===== src/ias_map.svh =====
`ifndef IAS_MAP_SVH
`define IAS_MAP_SVH
// register byte offsets on the wishbone slave
`define IAS_ADR_CTRL 8'h00
`define IAS_ADR_TRIG_SEL 8'h04
`define IAS_ADR_TRIG_CFG 8'h08
`define IAS_ADR_CMD 8'h0C
`define IAS_ADR_EXPOSURE 8'h10
`define IAS_ADR_RATE_LIMIT 8'h14
`define IAS_ADR_EFF_PERIOD 8'h18
`define IAS_ADR_STATUS 8'h1C
// control register fields
`define IAS_CTRL_CONT 0
`define IAS_CTRL_LIMIT_EN 1
`define IAS_CTRL_EXP_MODE 2
// trigger configuration fields (selected trigger only)
`define IAS_TCFG_ON 0
`define IAS_TCFG_SRC 1
// command register bits, write one to execute
`define IAS_CMD_BEGIN 0
`define IAS_CMD_END 1
`define IAS_CMD_SWTRIG 2
// index of the capture-begin trigger in the selector
`define IAS_TSEL_BEGIN 2'h0
// trigger source encoding
`define IAS_SRC_SOFTWARE 1'h0
// reset values
`define IAS_RST_EXPOSURE 32'h0000_0064
`define IAS_RST_RATE_LIMIT 32'h0000_0000
`endif


===== src/ias_pkg.sv =====
package ias_pkg;
	// gray coded along idle, expose, readout, transmit, wait
	typedef enum logic [2:0] {
		IAS_IDLE = 3'h0,
		IAS_EXPOSE = 3'h1,
		IAS_READOUT = 3'h3,
		IAS_TRANSMIT = 3'h2,
		IAS_WAIT = 3'h6
	} ias_state_e;
	typedef logic [31:0] ias_word_t;
endpackage


===== src/ias_period_counter.sv =====
`timescale 1ns/100ps
// down counter pacing free-run frame starts, reloaded at each frame start
module ias_period_counter #(
	parameter int WIDTH = 32
) (
	input wire logic clk_i,
	input wire logic rst_i,
	input wire logic load_i,
	input wire logic [WIDTH-1:0] load_val_i,
	output logic done_o
);
	logic [WIDTH-1:0] cnt_reg;
	logic [WIDTH-1:0] cnt_next;

	// a load of zero or one means the period is already spent
	assign cnt_next = load_i ? load_val_i : ((cnt_reg != '0) ? cnt_reg - 1'b1 : cnt_reg);
	assign done_o = (cnt_reg <= {{(WIDTH-1){1'b0}}, 1'b1});

	always_ff @(posedge clk_i) begin
		if (rst_i) begin
			cnt_reg <= '0;
		end else begin
			cnt_reg <= cnt_next;
		end
	end
endmodule


===== src/ias_sequencer.sv =====
// What this block does
// - with capture-begin trigger off, frames start from settings alone, no trigger needed
// - a selector picks the trigger; on/off and source apply to that trigger only
// - single frame untriggered: begin command exposes, reads out, transmits one image
// - continuous untriggered: begin starts, frames repeat alone, end command stops
// - limit enabled and slower than maximum: frames paced by the limit setting
// - limit disabled or faster than maximum: frames paced at the maximum rate
// - software trigger starts capture with exposure from the exposure setting
// - with triggering on, begin command arms; triggers before arming are ignored
// - after exposure ends the image is read out and then transmitted
// - single frame triggered: further triggers ignored until armed again
// - continuous triggered: stays armed, one frame per trigger, end command disarms
//
// The Wishbone interface to the registers and the register addresses are this design's own decisions.
`timescale 1ns/100ps
`include "ias_map.svh"
module ias_sequencer #(
	parameter int NTRIG = 4,
	parameter int PW = 32
) (
	input wire logic clk_i,
	input wire logic rst_i,
	input wire logic cyc_i,
	input wire logic stb_i,
	input wire logic we_i,
	input wire logic [7:0] adr_i,
	input wire logic [3:0] sel_i,
	input wire logic [31:0] dat_i,
	output logic [31:0] dat_o,
	output logic ack_o,
	input wire logic [PW-1:0] min_period_i,
	output logic exposure_o,
	output logic readout_start_o,
	input wire logic readout_done_i,
	output logic transmit_start_o,
	input wire logic transmit_done_i
);
	ias_pkg::ias_state_e state_reg;
	ias_pkg::ias_state_e state_next;
	logic ack_reg;
	logic [31:0] rdat_reg;
	logic cont_reg;
	logic limit_en_reg;
	logic exp_mode_reg;
	logic [1:0] tsel_reg;
	logic [NTRIG-1:0] trig_on_reg;
	logic [NTRIG-1:0] trig_src_reg;
	logic [31:0] exposure_reg;
	logic [PW-1:0] limit_reg;
	logic [31:0] exp_cnt_reg;
	logic active_reg;
	logic armed_reg;
	logic rdo_pulse_reg;
	logic tx_pulse_reg;
	logic [PW-1:0] gap_reg;
	logic [PW-1:0] gap_goal_reg;

	// wishbone decode; one cycle wait state, unmapped reads return zero
	wire req = cyc_i & stb_i & ~ack_reg;
	wire wr = req & we_i & sel_i[0];
	wire hit_ctrl = adr_i == `IAS_ADR_CTRL;
	wire hit_tsel = adr_i == `IAS_ADR_TRIG_SEL;
	wire hit_tcfg = adr_i == `IAS_ADR_TRIG_CFG;
	wire hit_cmd = adr_i == `IAS_ADR_CMD;
	wire hit_exp = adr_i == `IAS_ADR_EXPOSURE;
	wire hit_lim = adr_i == `IAS_ADR_RATE_LIMIT;
	wire hit_eff = adr_i == `IAS_ADR_EFF_PERIOD;
	wire hit_stat = adr_i == `IAS_ADR_STATUS;

	// commands are one-cycle strobes on the write edge
	wire cmd_begin = wr & hit_cmd & dat_i[`IAS_CMD_BEGIN];
	wire cmd_end = wr & hit_cmd & dat_i[`IAS_CMD_END];
	wire cmd_swtrig = wr & hit_cmd & dat_i[`IAS_CMD_SWTRIG];

	// only the capture-begin trigger steers this sequencer
	wire trig_on = trig_on_reg[`IAS_TSEL_BEGIN];
	wire sw_src = trig_src_reg[`IAS_TSEL_BEGIN] == `IAS_SRC_SOFTWARE;
	wire sw_mode = trig_on & sw_src;

	// effective period: the limit only counts when enabled and slower than maximum
	wire use_limit = limit_en_reg & (limit_reg > min_period_i);
	wire [PW-1:0] eff_period = use_limit ? limit_reg : min_period_i;

	wire period_done;
	wire idle = state_reg == ias_pkg::IAS_IDLE;
	wire in_wait = state_reg == ias_pkg::IAS_WAIT;
	// untriggered: begin starts the first frame, the counter the later ones
	wire free_start = ~trig_on & ((idle & cmd_begin) | (in_wait & active_reg & period_done));
	// triggered: trigger honoured only when armed and idle
	wire trig_start = sw_mode & armed_reg & idle & cmd_swtrig;
	wire frame_start = free_start | trig_start;
	wire exp_last = exp_cnt_reg <= 32'h0000_0001;
	wire tx_end = (state_reg == ias_pkg::IAS_TRANSMIT) & transmit_done_i;

	ias_period_counter #(
		.WIDTH(PW)
	) u_period (
		.clk_i(clk_i),
		.rst_i(rst_i),
		.load_i(frame_start),
		.load_val_i(eff_period),
		.done_o(period_done)
	);

	// frame sequence; end command lets the frame in flight finish
	always_comb begin
		state_next = state_reg;
		case (state_reg)
			ias_pkg::IAS_IDLE: begin
				if (frame_start) begin
					state_next = ias_pkg::IAS_EXPOSE;
				end
			end
			ias_pkg::IAS_EXPOSE: begin
				if (exp_last) begin
					state_next = ias_pkg::IAS_READOUT;
				end
			end
			ias_pkg::IAS_READOUT: begin
				if (readout_done_i) begin
					state_next = ias_pkg::IAS_TRANSMIT;
				end
			end
			ias_pkg::IAS_TRANSMIT: begin
				if (transmit_done_i) begin
					// only untriggered continuous capture paces itself
					if (cont_reg & ~trig_on & active_reg) begin
						state_next = ias_pkg::IAS_WAIT;
					end else begin
						state_next = ias_pkg::IAS_IDLE;
					end
				end
			end
			ias_pkg::IAS_WAIT: begin
				if (free_start) begin
					state_next = ias_pkg::IAS_EXPOSE;
				end else if (~active_reg) begin
					state_next = ias_pkg::IAS_IDLE;
				end
			end
			default: begin
				state_next = ias_pkg::IAS_IDLE;
			end
		endcase
	end

	always_ff @(posedge clk_i) begin
		if (rst_i) begin
			state_reg <= ias_pkg::IAS_IDLE;
		end else begin
			state_reg <= state_next;
		end
	end

	// exposure length counted in clock cycles, loaded at frame start
	always_ff @(posedge clk_i) begin
		if (rst_i) begin
			exp_cnt_reg <= 32'h0000_0000;
		end else if (frame_start) begin
			exp_cnt_reg <= exposure_reg;
		end else if (state_reg == ias_pkg::IAS_EXPOSE && !exp_last) begin
			exp_cnt_reg <= exp_cnt_reg - 32'h0000_0001;
		end
	end

	// acquisition active and armed flags; begin wins over end when both are written
	always_ff @(posedge clk_i) begin
		if (rst_i) begin
			active_reg <= 1'b0;
			armed_reg <= 1'b0;
		end else if (cmd_begin) begin
			active_reg <= ~trig_on & cont_reg;
			armed_reg <= trig_on;
		end else if (cmd_end) begin
			active_reg <= 1'b0;
			armed_reg <= 1'b0;
		end else if (trig_start & ~cont_reg) begin
			armed_reg <= 1'b0;
		end
	end

	// handshake strobes towards readout and transmission
	always_ff @(posedge clk_i) begin
		if (rst_i) begin
			rdo_pulse_reg <= 1'b0;
			tx_pulse_reg <= 1'b0;
		end else begin
			rdo_pulse_reg <= (state_reg == ias_pkg::IAS_EXPOSE) & exp_last;
			tx_pulse_reg <= (state_reg == ias_pkg::IAS_READOUT) & readout_done_i;
		end
	end

	assign exposure_o = state_reg == ias_pkg::IAS_EXPOSE;
	assign readout_start_o = rdo_pulse_reg;
	assign transmit_start_o = tx_pulse_reg;

	// plain settings
	always_ff @(posedge clk_i) begin
		if (rst_i) begin
			cont_reg <= 1'b0;
			limit_en_reg <= 1'b0;
			exp_mode_reg <= 1'b0;
			tsel_reg <= `IAS_TSEL_BEGIN;
			exposure_reg <= `IAS_RST_EXPOSURE;
			limit_reg <= PW'(`IAS_RST_RATE_LIMIT);
		end else if (wr) begin
			if (hit_ctrl) begin
				cont_reg <= dat_i[`IAS_CTRL_CONT];
				limit_en_reg <= dat_i[`IAS_CTRL_LIMIT_EN];
				exp_mode_reg <= dat_i[`IAS_CTRL_EXP_MODE];
			end
			if (hit_tsel) begin
				tsel_reg <= dat_i[1:0];
			end
			if (hit_exp) begin
				exposure_reg <= dat_i;
			end
			if (hit_lim) begin
				limit_reg <= dat_i[PW-1:0];
			end
		end
	end

	// one on/off and source pair per trigger, written through the selector
	genvar gi;
	generate
		for (gi = 0; gi < NTRIG; gi++) begin : g_trig
			wire tcfg_wr = wr & hit_tcfg & (tsel_reg == 2'(gi));
			always_ff @(posedge clk_i) begin
				if (rst_i) begin
					trig_on_reg[gi] <= 1'b0;
					trig_src_reg[gi] <= `IAS_SRC_SOFTWARE;
				end else if (tcfg_wr) begin
					trig_on_reg[gi] <= dat_i[`IAS_TCFG_ON];
					trig_src_reg[gi] <= dat_i[`IAS_TCFG_SRC];
				end
			end
		end
	endgenerate

	// read mux; command register reads as zero
	wire [31:0] rd_ctrl = {29'h0, exp_mode_reg, limit_en_reg, cont_reg};
	wire [31:0] rd_tcfg = {30'h0, trig_src_reg[tsel_reg], trig_on_reg[tsel_reg]};
	wire [31:0] rd_stat = {26'h0, armed_reg, active_reg, period_done, state_reg};
	wire [31:0] rd_mux = hit_ctrl ? rd_ctrl :
		hit_tsel ? {30'h0, tsel_reg} :
		hit_tcfg ? rd_tcfg :
		hit_exp ? exposure_reg :
		hit_lim ? 32'(limit_reg) :
		hit_eff ? 32'(eff_period) :
		hit_stat ? rd_stat : 32'h0000_0000;

	always_ff @(posedge clk_i) begin
		if (rst_i) begin
			ack_reg <= 1'b0;
			rdat_reg <= 32'h0000_0000;
		end else begin
			ack_reg <= req;
			rdat_reg <= rd_mux;
		end
	end

	assign ack_o = ack_reg;
	assign dat_o = rdat_reg;

	// cycles since the last frame start and the period loaded then; feeds the pacing check only
	always_ff @(posedge clk_i) begin
		if (rst_i) begin
			gap_reg <= '0;
			gap_goal_reg <= '0;
		end else if (frame_start) begin
			gap_reg <= '0;
			gap_goal_reg <= eff_period;
		end else if (gap_reg != '1) begin
			gap_reg <= gap_reg + 1'b1; // saturates so a long stop cannot wrap it
		end
	end
endmodule


===== config.mk =====
export PLATFORM = sky130hd
export DESIGN_NAME = ias_sequencer
export DESIGN_NICKNAME = d
export VERILOG_FILES = /design/src/ias_pkg.sv /design/src/ias_period_counter.sv /design/src/ias_sequencer.sv
export VERILOG_INCLUDE_DIRS = /design/src
export SDC_FILE = /design/constraint.sdc
export NUM_CORES = 1
export LEC_CHECK = 0
export BUFFER_PORTS_ARGS = -buffer_cell sky130_fd_sc_hd__buf_2
export CAP_MARGIN = 0
export CORE_ASPECT_RATIO = 0.5
export CORE_UTILIZATION = 35
export CTS_BUF_LIST = sky130_fd_sc_hd__clkbuf_4 sky130_fd_sc_hd__clkbuf_8 sky130_fd_sc_hd__clkbuf_16
export DETAILED_ROUTE_END_ITERATION = 6
export MAX_ROUTING_LAYER = met4
export SYNTH_ARGS = -nofsm -noshare
export SYNTH_HDL_FRONTEND = slang
export SYNTH_SLANG_ARGS = --single-unit

===== constraint.sdc =====
create_clock -name clk_i -period 7.1 [get_ports clk_i]
set_input_delay 0.71 -clock clk_i [delete_from_list [all_inputs] [get_ports clk_i]]
set_output_delay 0.71 -clock clk_i [all_outputs]
set_load 0.02 [all_outputs]

### Word-level counts from Yosys, hierarchy flattened

Cells that the tools add are included.

| operators by class | value |
|---|---|
| $add $sub $neg | 2 |
| order comparisons | 4 |
| equal/unequal tests | 19 |
| mux-type cells | 29 |
| bitwise logic cells | 33 |
| reductions and logical operators | 16 |

Operators with widths:

| cell | count |
|---|---|
| $mux 32 | 8 |
| $le 32x1->1 const B | 2 |
| $sub 32x1->32 const B | 2 |
| $eq 8x5->1 const B | 4 |
| $gt 32x32->1 | 1 |
| $reduce_bool 32->1 | 1 |
| $mux 3 | 10 |
| $and 1x1->1 | 27 |
| $eq 8x4->1 const B | 2 |
| $pmux 3 s5 | 1 |
| $eq 8x3->1 const B | 1 |
| $logic_not 8->1 | 1 |
| $reduce_and 2->1 | 4 |
| $mux 1 | 7 |
| $eq 3x2->1 const B | 2 |
| $mux 6 | 1 |
| $reduce_bool 2->1 | 3 |
| $reduce_and 5->1 | 1 |
| $bmux 1 s2 | 2 |
| $eq 2x2->1 const B | 2 |
| $ne 2x1->1 const B | 2 |
| $ne 2x2->1 const B | 2 |
| $not 1->1 | 4 |
| $reduce_or 4->1 | 1 |
| other kinds (11) | 12 |

| storage, ports and cells | value |
|---|---|
| bits in registers | 181 |
| bits of input ports | 83 |
| output and inout port bits | 36 |
| logic and storage cells | 127 |

### Longest topological paths before layout

Gate-level depths: netlist of run 1.

| depth | value |
|---|---|
| depth after elaboration | 12 |
| depth in mapped cells | 12 |
| mapped depth without buffers | 9 |

### By module

A second synthesis of run 1 with hierarchy kept.

| second synthesis, totals | value |
|---|---|
| cell total of the unflattened synthesis | 1289 |
| area total of the unflattened synthesis | 9912.0 um2 |

Modules (own cells, without submodules):

| module | times used | cells each | area each (um2) | sequential area each (um2) |
|---|---|---|---|---|
| ias_sequencer | 1 | 1042 | 7945.1 | 2982.9 |
| ias_period_counter | 1 | 247 | 1966.9 | 640.6 |

### Worst setup path after synthesis of run 1

OpenSTA, ideal clock, no wires.

| timing path | value |
|---|---|
| path kind | in2reg |
| start | input min_period_i[1] |
| end | register rdat_reg[10] (netlist: dat_o[10]) |
| library setup time | 0.070 ns |
| arrival | 3.163 ns |
| data required time | 7.030 ns |
| setup slack | 3.868 ns |
| cell stages on the path | 12 |
| buffers on the path | 3 |
| cell sequence | inv_1 ha_1 nor2b_1 o211ai_1 a2111oi_0 o41ai_1 and2_1 clkbuf_1 buf_2 clkbuf_1 a31oi_1 a21oi_1 |

| between the ends | value |
|---|---|
| word-level cells in the longest chain between the ends | 6 |

RTL lines:

| item | line | source |
|---|---|---|
| start, declared | ias_sequencer.sv:31 | `input wire logic [PW-1:0] min_period_i,` |
| $gt 32x32->1 | ias_sequencer.sv:81 | `wire use_limit = limit_en_reg & (limit_reg > min_period_i);` |
| $and 1x1->1 | ias_sequencer.sv:81 |  |
| $mux 32 | ias_sequencer.sv:82 | `wire [PW-1:0] eff_period = use_limit ? limit_reg : min_period_i;` |
| $mux 32 | ias_sequencer.sv:250 | `hit_eff ? 32'(eff_period) :` |
| $mux 32 | ias_sequencer.sv:249 | `hit_lim ? 32'(limit_reg) :` |
| $mux 32 | ias_sequencer.sv:248 | `hit_exp ? exposure_reg :` |
| end signal, assigned | ias_sequencer.sv:259 | `rdat_reg <= rd_mux;` |
| end, declared | ias_sequencer.sv:41 | `logic [31:0] rdat_reg;` |

No other way between the ends.
A chain may end at the register's enable or synchronous reset.

### Final worst setup path of run 1

| timing path | value |
|---|---|
| start | register u_period.cnt_reg[26] |
| end | register exp_cnt_reg[0] |

| between the ends | value |
|---|---|
| word-level cells in the longest chain between the ends | 6 |
| elaborated cells on any way between the ends | 7 |
| classes of those cells | 1 x order compare; 1 x mux; 4 x bitwise; 1 x reduce/logical |

RTL lines:

| item | line | source |
|---|---|---|
| start, declared | ias_period_counter.sv:12 | `logic [WIDTH-1:0] cnt_reg;` |
| start signal, assigned | ias_period_counter.sv:23 | `cnt_reg <= cnt_next;` |
| $le 32x1->1 * | ias_period_counter.sv:17 | `assign done_o = (cnt_reg <= {{(WIDTH-1){1'b0}}, 1'b1});` |
| $and 1x1->1 * | ias_sequencer.sv:88 | `wire free_start = ~trig_on & ((idle & cmd_begin) \| (in_wait & active_reg & period_done));` |
| $or 1x1->1 * | ias_sequencer.sv:88 |  |
| $and 1x1->1 * | ias_sequencer.sv:88 |  |
| $or 1x1->1 * | ias_sequencer.sv:91 | `wire frame_start = free_start \| trig_start;` |
| $mux 32 or $reduce_bool 2->1 (tied branches) | n/a |  |
| end signal, assigned | ias_sequencer.sv:160 | `exp_cnt_reg <= exposure_reg;` |
| end signal, assigned | ias_sequencer.sv:162 | `exp_cnt_reg <= exp_cnt_reg - 32'h0000_0001;` |
| end, declared | ias_sequencer.sv:50 | `logic [31:0] exp_cnt_reg;` |

Mark *: on every way between the ends. The rest lies on a longest branch, timed or not.

==> metrics list, run 1 <==
- The flow ran to the end, and the final reports show no timing, DRC or antenna violations.
- Measured against its own limit, the worst slew margin works out to 0.193.
- For the worst setup path, the data required time is between 7000 and 8000 ps.
- Post-CTS repair changed the size of 0 cells.
- Vias in the first global route: 8406
* Max Freq: 246 MHz
* RePlAce Congestion: 0.905
- Setup repair after global routing left no endpoint under its margin.
- Launching element type of the critical path: flip-flop
- For this run, the total global-route usage over all layers was measured as 0.223.
* Clock Tree Buf Depth: 2
* Drt via density: 5.59
- The die covers 27900 um^2.
* Number of input and output port buffers inserted: 115
- For this run, the leading register cell type out of synthesis is dfxtp_1.
- Fin. Hold Viols: 0
- CTS H-Tree Depth: 4
* Number of violations reported at the end of detailed-routing iteration 0: 1049
- Clock period minus worst slack: 4060 ps
- Synthesized net count: 1312
- Inst Count DP: 1596
- Initial antenna violation count: 0
* Total clock buffers created by CTS: 17
* Buffer count from post-CTS setup fixing: 0
* Worst path arrival time: 4350 ps
* Wire length of the first global-routing pass: 47500 um
- Clock sink total: 181
- # rows: 42
- A synthesized cell averages between 7 and 8 um^2.
- Yosys warning total: 0
- The synthesized design contains 0 enable-type register cells.
- Distinct cell type count after synthesis: a little under 70
- TritonCTS built the clock tree.
- Remaining global-route overflow: 0
- The cell sitting at the root of the clock tree is a clkbuf_16.
- For this design the ratio of total power to cell area is roughly 260 nW/um^2.
* Worst Hold Class: reg -> reg
* Setup skew after layout: 11.9 ps
- The analysis attributes to cell leakage a power of 0.00448 uW.
- Setup CP Type: reg -> reg
- Area growth from synthesis to layout: 14.9%
- Non-filler instance count after layout: roughly 1600
- Wires add up to 30400 um.
- Initial core utilization: 0.358
- The number of pins exceeding their max-slew limit in the final report came to 0.
* Number of diodes: 0
* Cell count after synthesis: ~1200
- Net count of the finished layout: 1382
- Detail Route Antenna Nets: 0
- Design Power: 2820 uW
- Final Setup Violations: 0
* Die outline width: 235 um
- The tool flagged a number of max-cap violations equal to 0.
* Synth Cell Area: 9520 um^2
- Clock edge transition at the registers on the reported setup and hold paths: around 70 ps
- The clock reaches the later pin of the worst-skew pair after 440 ps.
* Number of hold buffers added after cts: 0
- Vias: 9107
- Core Box Area: 26600 um^2
* Minimum hold slack: 478 ps
* HPWL reported at the end of detailed placement: 22100 um
* Maximum number of pins on one net before global-route repair: 86
* Total Negative Setup Slacks: 0 ps
- After synthesis, the share of flip-flops with an asynchronous set or reset is 0.
- Maximum ir drop on the vdd rail: 173 uV
- The filler cells instantiated in the layout total 2718.
* Register area share after synthesis: 0.381
- Kind of capture point of the worst setup path: flip-flop
- After detailed routing, the average wire length per cell comes to about 19 um.
- In this run the worst path has a maximum fanout of 85.
* I/O pin count: 119
* Remaining routing DRC violations: 0
* Total of flip-flops plus latches after synthesis: between 150 and 200
* Die Span Y: 119 um
- Share of the clock period used by the worst path after layout: 0.572
- Slew at the pin closest to its max-slew limit: 1210 ps
* Share of layout cells above drive strength 1: 0.153
- Before antenna repair, the detailed router went through 5 iterations.
-- cells in the mapped netlist, types with 26 or more instances --
| master | number | share of area |
|---|---|---|
| a211oi_1 | 37 | 0.029 |
| a21oi_1 | 137 | 0.072 |
| a31oi_1 | 39 | 0.026 |
| clkbuf_1 | 63 | 0.025 |
| dfxtp_1 | 181 | 0.38 |
| ha_1 | 36 | 0.047 |
| inv_1 | 44 | 0.017 |
| mux2i_1 | 44 | 0.046 |
| nand2_1 | 178 | 0.070 |
| nor2_1 | 85 | 0.034 |
| nor4_1 | 26 | 0.017 |
| o21ai_0 | 77 | 0.040 |
-- worst paths after layout --
check                                        to                 start  cells after the start  slack (ps)
worst max-delay path             exp_cnt_reg[0]  u_period.cnt_reg[26]                      8        3040
worst max register to register   exp_cnt_reg[0]  u_period.cnt_reg[26]                      8        3040
worst min register to register  exposure_reg[4]       exposure_reg[4]                      2         480
worst min-delay path            exposure_reg[4]       exposure_reg[4]                      2         480
-- worst max-delay path, cell delays in order, from the launching register on --
cell and delay, ps:
dfxtp_1 350, or4_1 570, nor4_1 600, nand4_1 650
o31ai_4 390, buf_4 730, a21oi_2 220, a221oi_1 330
nor2_1 70
-- cell usage in the layout, fill, tap and decap left out, types with 5 or more instances in the layout --
| cell | synthesis | final |
|---|---|---|
| inv_1 | 44 | 44 |
| nor2b_1 | 6 | 6 |
| a21boi_0 | 6 | 6 |
| buf_2 | 9 | 114 |
| o211ai_1 | 10 | 10 |
| nand3_1 | 12 | 12 |
| a211oi_1 | 37 | 37 |
| clkbuf_16 | 0 | 17 |
| dfxtp_1 | 181 | 181 |
| nand2b_1 | 5 | 5 |
| xor2_1 | 20 | 20 |
| xnor2_1 | 11 | 11 |
| o21ai_0 | 77 | 77 |
| nor4_1 | 26 | 25 |
| a21o_1 | 5 | 5 |
| or2_2 | 6 | 6 |
| nand2_1 | 178 | 178 |
| nor3_1 | 21 | 20 |
| nand4_1 | 13 | 13 |
| ha_1 | 36 | 36 |
| a21oi_1 | 137 | 136 |
| o311ai_0 | 7 | 7 |
| nor2_1 | 85 | 83 |
| or4_1 | 19 | 19 |
| a31oi_1 | 39 | 39 |
| nand3b_1 | 7 | 7 |
| buf_4 | 2 | 16 |
| or3_1 | 20 | 20 |
| mux2i_1 | 44 | 44 |
| inv_8 | 0 | 5 |
-- layout make-up --
type | count | area (um^2) | share of cell area
clock buffers | 17 | 425 | 0.0389
clock inverters | 15 | 159 | 0.0145
inverters | 44 | 165 | 0.0151
multi-input cells | 889 | 5440 | 0.497
flip-flops and latches | 181 | 3620 | 0.331
well taps | 352 | 440 | 0.0403
repair buffers | 130 | 691 | 0.0631
-- stage by stage --
| step | utilization | area [um^2] | setup WS, ps |
|---|---|---|---|
| floorplan | - | 9520 | 3870 |
| global placement | 0.389 | 10400 | 2710 |
| detailed placement | 0.389 | 10400 | 2710 |
| CTS | 0.411 | 10900 | 3080 |
| global route | 0.411 | 10900 | 2720 |
| finish | 0.411 | 10900 | 3040 |
-- report_power, final --
part           internal [uW]  switching, uW
logic                    278            419
clock network            501            457
registers               1090           72.2
-- cell families after synthesis --
group                    synth area share
adder cells (fa/ha/maj)            0.0473
buffers and inverters              0.0513
AND/OR/NAND/NOR                     0.214
XOR/XNOR                           0.0285
flip-flops                          0.381
multiplexers                       0.0577
AO/OA/AOI/OAI                       0.221
-- per-layer routing --
metal / wire, um / up-vias / share of wire / global-route usage
li1: - / 4449 / - / -
met1: 15100 / 4352 / 0.50 / 0.319
met2: 13000 / 281 / 0.43 / 0.322
met3: 2030 / 25 / 0.067 / 0.0446
met4: 299 / 0 / 0.0099 / 0.0462
met5: 0 / - / 0 / -
(Power assumes the default switching activity.)
==> inputs of run 2 (changes only) <==
==> constraint.sdc (replaced) <==
create_clock -name clk_i -period 4.1 [get_ports clk_i]
set_input_delay 0.41 -clock clk_i [delete_from_list [all_inputs] [get_ports clk_i]]
set_output_delay 0.41 -clock clk_i [all_outputs]
set_load 0.02 [all_outputs]
==> metrics list, run 2 (synthesized netlist as in run 1, its figures left out) <==
* Core Box Area: 26600 um^2 (unchanged)
* PostCTS Resize Cnt: 0 (unchanged)
- Worst slew margin: 0.193 (+0.000555)
* Clock sink total: 181 (unchanged)
- Buffer cell driving the clock tree root: clkbuf_16
* Maximum number of pins on one net before global-route repair: 89 (+3.5%)
* HPWL reported at the end of detailed placement: 22100 um (-0.14%)
* Maximum fanout along the worst path: 31 (-64%)
- Outcome: finished clean
* Slew at the pin closest to its max-slew limit: 1210 ps (-0.831 ps)
- Setup repair after global routing left no endpoint under its margin.
- Die Span Y: 119 um (unchanged)
- The count of TritonRoute iterations in the first routing pass came to 5 (unchanged).
* DR WL/cell: 18.4 um (-1.3%)
* Total clock buffers created by CTS: 17 (unchanged)
* Net count of the finished layout: 1389 (+0.51%)
* Max Freq: 294 MHz (+19%)
* Initial antenna violation count: 1 (+1)
* Clock Tree Buf Depth: 2 (unchanged)
- Setup skew after layout: 19.8 ps (+8.00 ps)
* Area of the die: 27900 um^2 (unchanged)
- Initial core utilization: 0.358 (unchanged)
- The total via count after detailed routing was 9234 (+1.4%).
- Worst path arrival time: 3700 ps (-650 ps)
- The critical path is of the reg -> reg type.
- TritonCTS built the clock tree.
- The worst setup path is launched from a flip-flop.
- PwrDens: 445 nW/um^2 (+73%)
- STA classifies the critical path endpoint as a flip-flop.
* Number of violations reported at the end of detailed-routing iteration 0: 913 (-13%)
- Detail Route Antenna Nets: 0 (unchanged)
* CTS H-Tree Depth: 4 (unchanged)
* Leakage power: 0.00453 uW (+1.1%)
- In the layout the commonest cells are dfxtp_1, nand2_1, a21oi_1, buf_2, nor2_1.
- The area growth from synthesis to layout is 16.0%.
- Share of the clock period used by the worst path after layout: 0.831 (+0.259)
* # rows: 42 (unchanged)
- Leaving out fill and tap cells, the most frequent cell in the layout is dfxtp_1.
* Number of input and output port buffers inserted: 115 (unchanged)
- Data required time at the worst endpoint: 4390 ps (-3000 ps)
- Remaining routing DRC violations: 0 (unchanged)
- The first-pass GRT wire length was 47400 um (about the same).
* Worst-Skew Late Latency: 450 ps (about the same)
- Final Setup Violations: 0 (unchanged)
- Remaining global-route overflow: 0 (unchanged)
- Total Negative Setup Slacks: 0 ps (unchanged)
- Vias in the first global route: 8534 (+1.5%)
- Routed Wire Length: 30100 um (-0.83%)
- The number of pins exceeding their max-slew limit in the final report came to 0 (unchanged).
- The path class of the tightest hold or removal check is in -> reg.
* Clock period minus worst slack: 3410 ps (-656 ps)
- The minimum hold slack came to 200 ps (-278 ps).
* Share of layout cells above drive strength 1: 0.157 (+0.00462)
- The clock input transition at the sequential cells of the worst setup and hold paths was 90 ps (+20 ps).
- Number of hold buffers added after cts: 0 (unchanged)
- Maximum ir drop on the vdd rail: 313 uV (+80%)
* I/O pin count: 119 (unchanged)
- The number of vias per cell was 5.64 (+0.90%).
- The overall global routing resource usage came to 0.222 (-0.00122).
- The number of violations of the max-capacitance limit came to 0 (unchanged).
- Die outline width: 235 um (unchanged)
- Fin. Hold Viols: 0 (unchanged)
- RePlAce Congestion: 0.960 (+6.1%)
- The number of setup buffers added after CTS is 0 (unchanged).
## run 2: cell types whose count changed in the layout (fill, tap and decap cells not counted)
| cell | delta |
|---|---|
| buf_12 | +2 |
| buf_4 | +5 |
| bufinv_16 | -1 |
| clkinv_2 | -1 |
| clkinv_4 | +1 |
| clkinv_8 | +5 |
| clkinvlp_4 | -1 |
| diode_2 | +1 |
| inv_6 | -3 |
## run 2: critical path, cell delays in order (launching register included)
cell	delay [ps]
dfxtp_1	510
inv_1	80
ha_1	280
nand4_1	110
nor4_1	500
a21boi_0	160
o21ai_0	340
and2_2	550
buf_12	260
mux2i_1	340
a211oi_1	120
## run 2: per-stage QoR
stage	setup slack, ps	utilization	cell area, um^2	cells	power (uW)
5_1_grt	597	0.415	11000	1636	5180
6_report	694	0.415	11000	1636	4910
4_1_cts	805	0.415	11000	1635	4920
3_5_place_dp	624	0.392	10400	1603	3260
2_1_floorplan	1170	-	9520	1193	2920
3_3_place_gp	645	0.392	10400	1603	3240
## run 2: report_power, final
| part | total, uW | leakage (uW) | internal, uW | switching, uW |
|---|---|---|---|---|
| Sequential | 2010 | 0.00146 | 1890 | 127 |
| Clock | 1670 | 0.000291 | 827 | 843 |
| Combinational | 1230 | 0.00277 | 520 | 707 |
| Total | 4910 | 0.00453 | 3230 | 1680 |
## run 2: final cells by class
class | count | area (um^2)
well taps | 352 | 440
diodes | 1 | 2.50
clock buffers | 17 | 425
repair buffers | 137 | 768
clock inverters | 15 | 180
fillers | 2682 | 15500
multi-input cells | 889 | 5440
flip-flops and latches | 181 | 3620
inverters | 44 | 165
## run 2: worst paths after layout
kind,slack (ps),start,endpoint,cells after the start
max reg2reg,690,limit_reg[0],u_period.cnt_reg[31],10
max,690,limit_reg[0],u_period.cnt_reg[31],10
min reg2reg,480,exposure_reg[31],exposure_reg[31],2
min,200,dat_i[21],exposure_reg[21],3
## run 2: per-layer routing
layer  up-vias  share of wire  routed length (um)  global-route usage
li1       4471              -                   -                   -
met1      4447           0.49               14700               0.315
met2       289           0.44               13100               0.325
met3        27          0.065                1970              0.0383
met4         0          0.011                 320              0.0527
met5         -              0                   0                   -
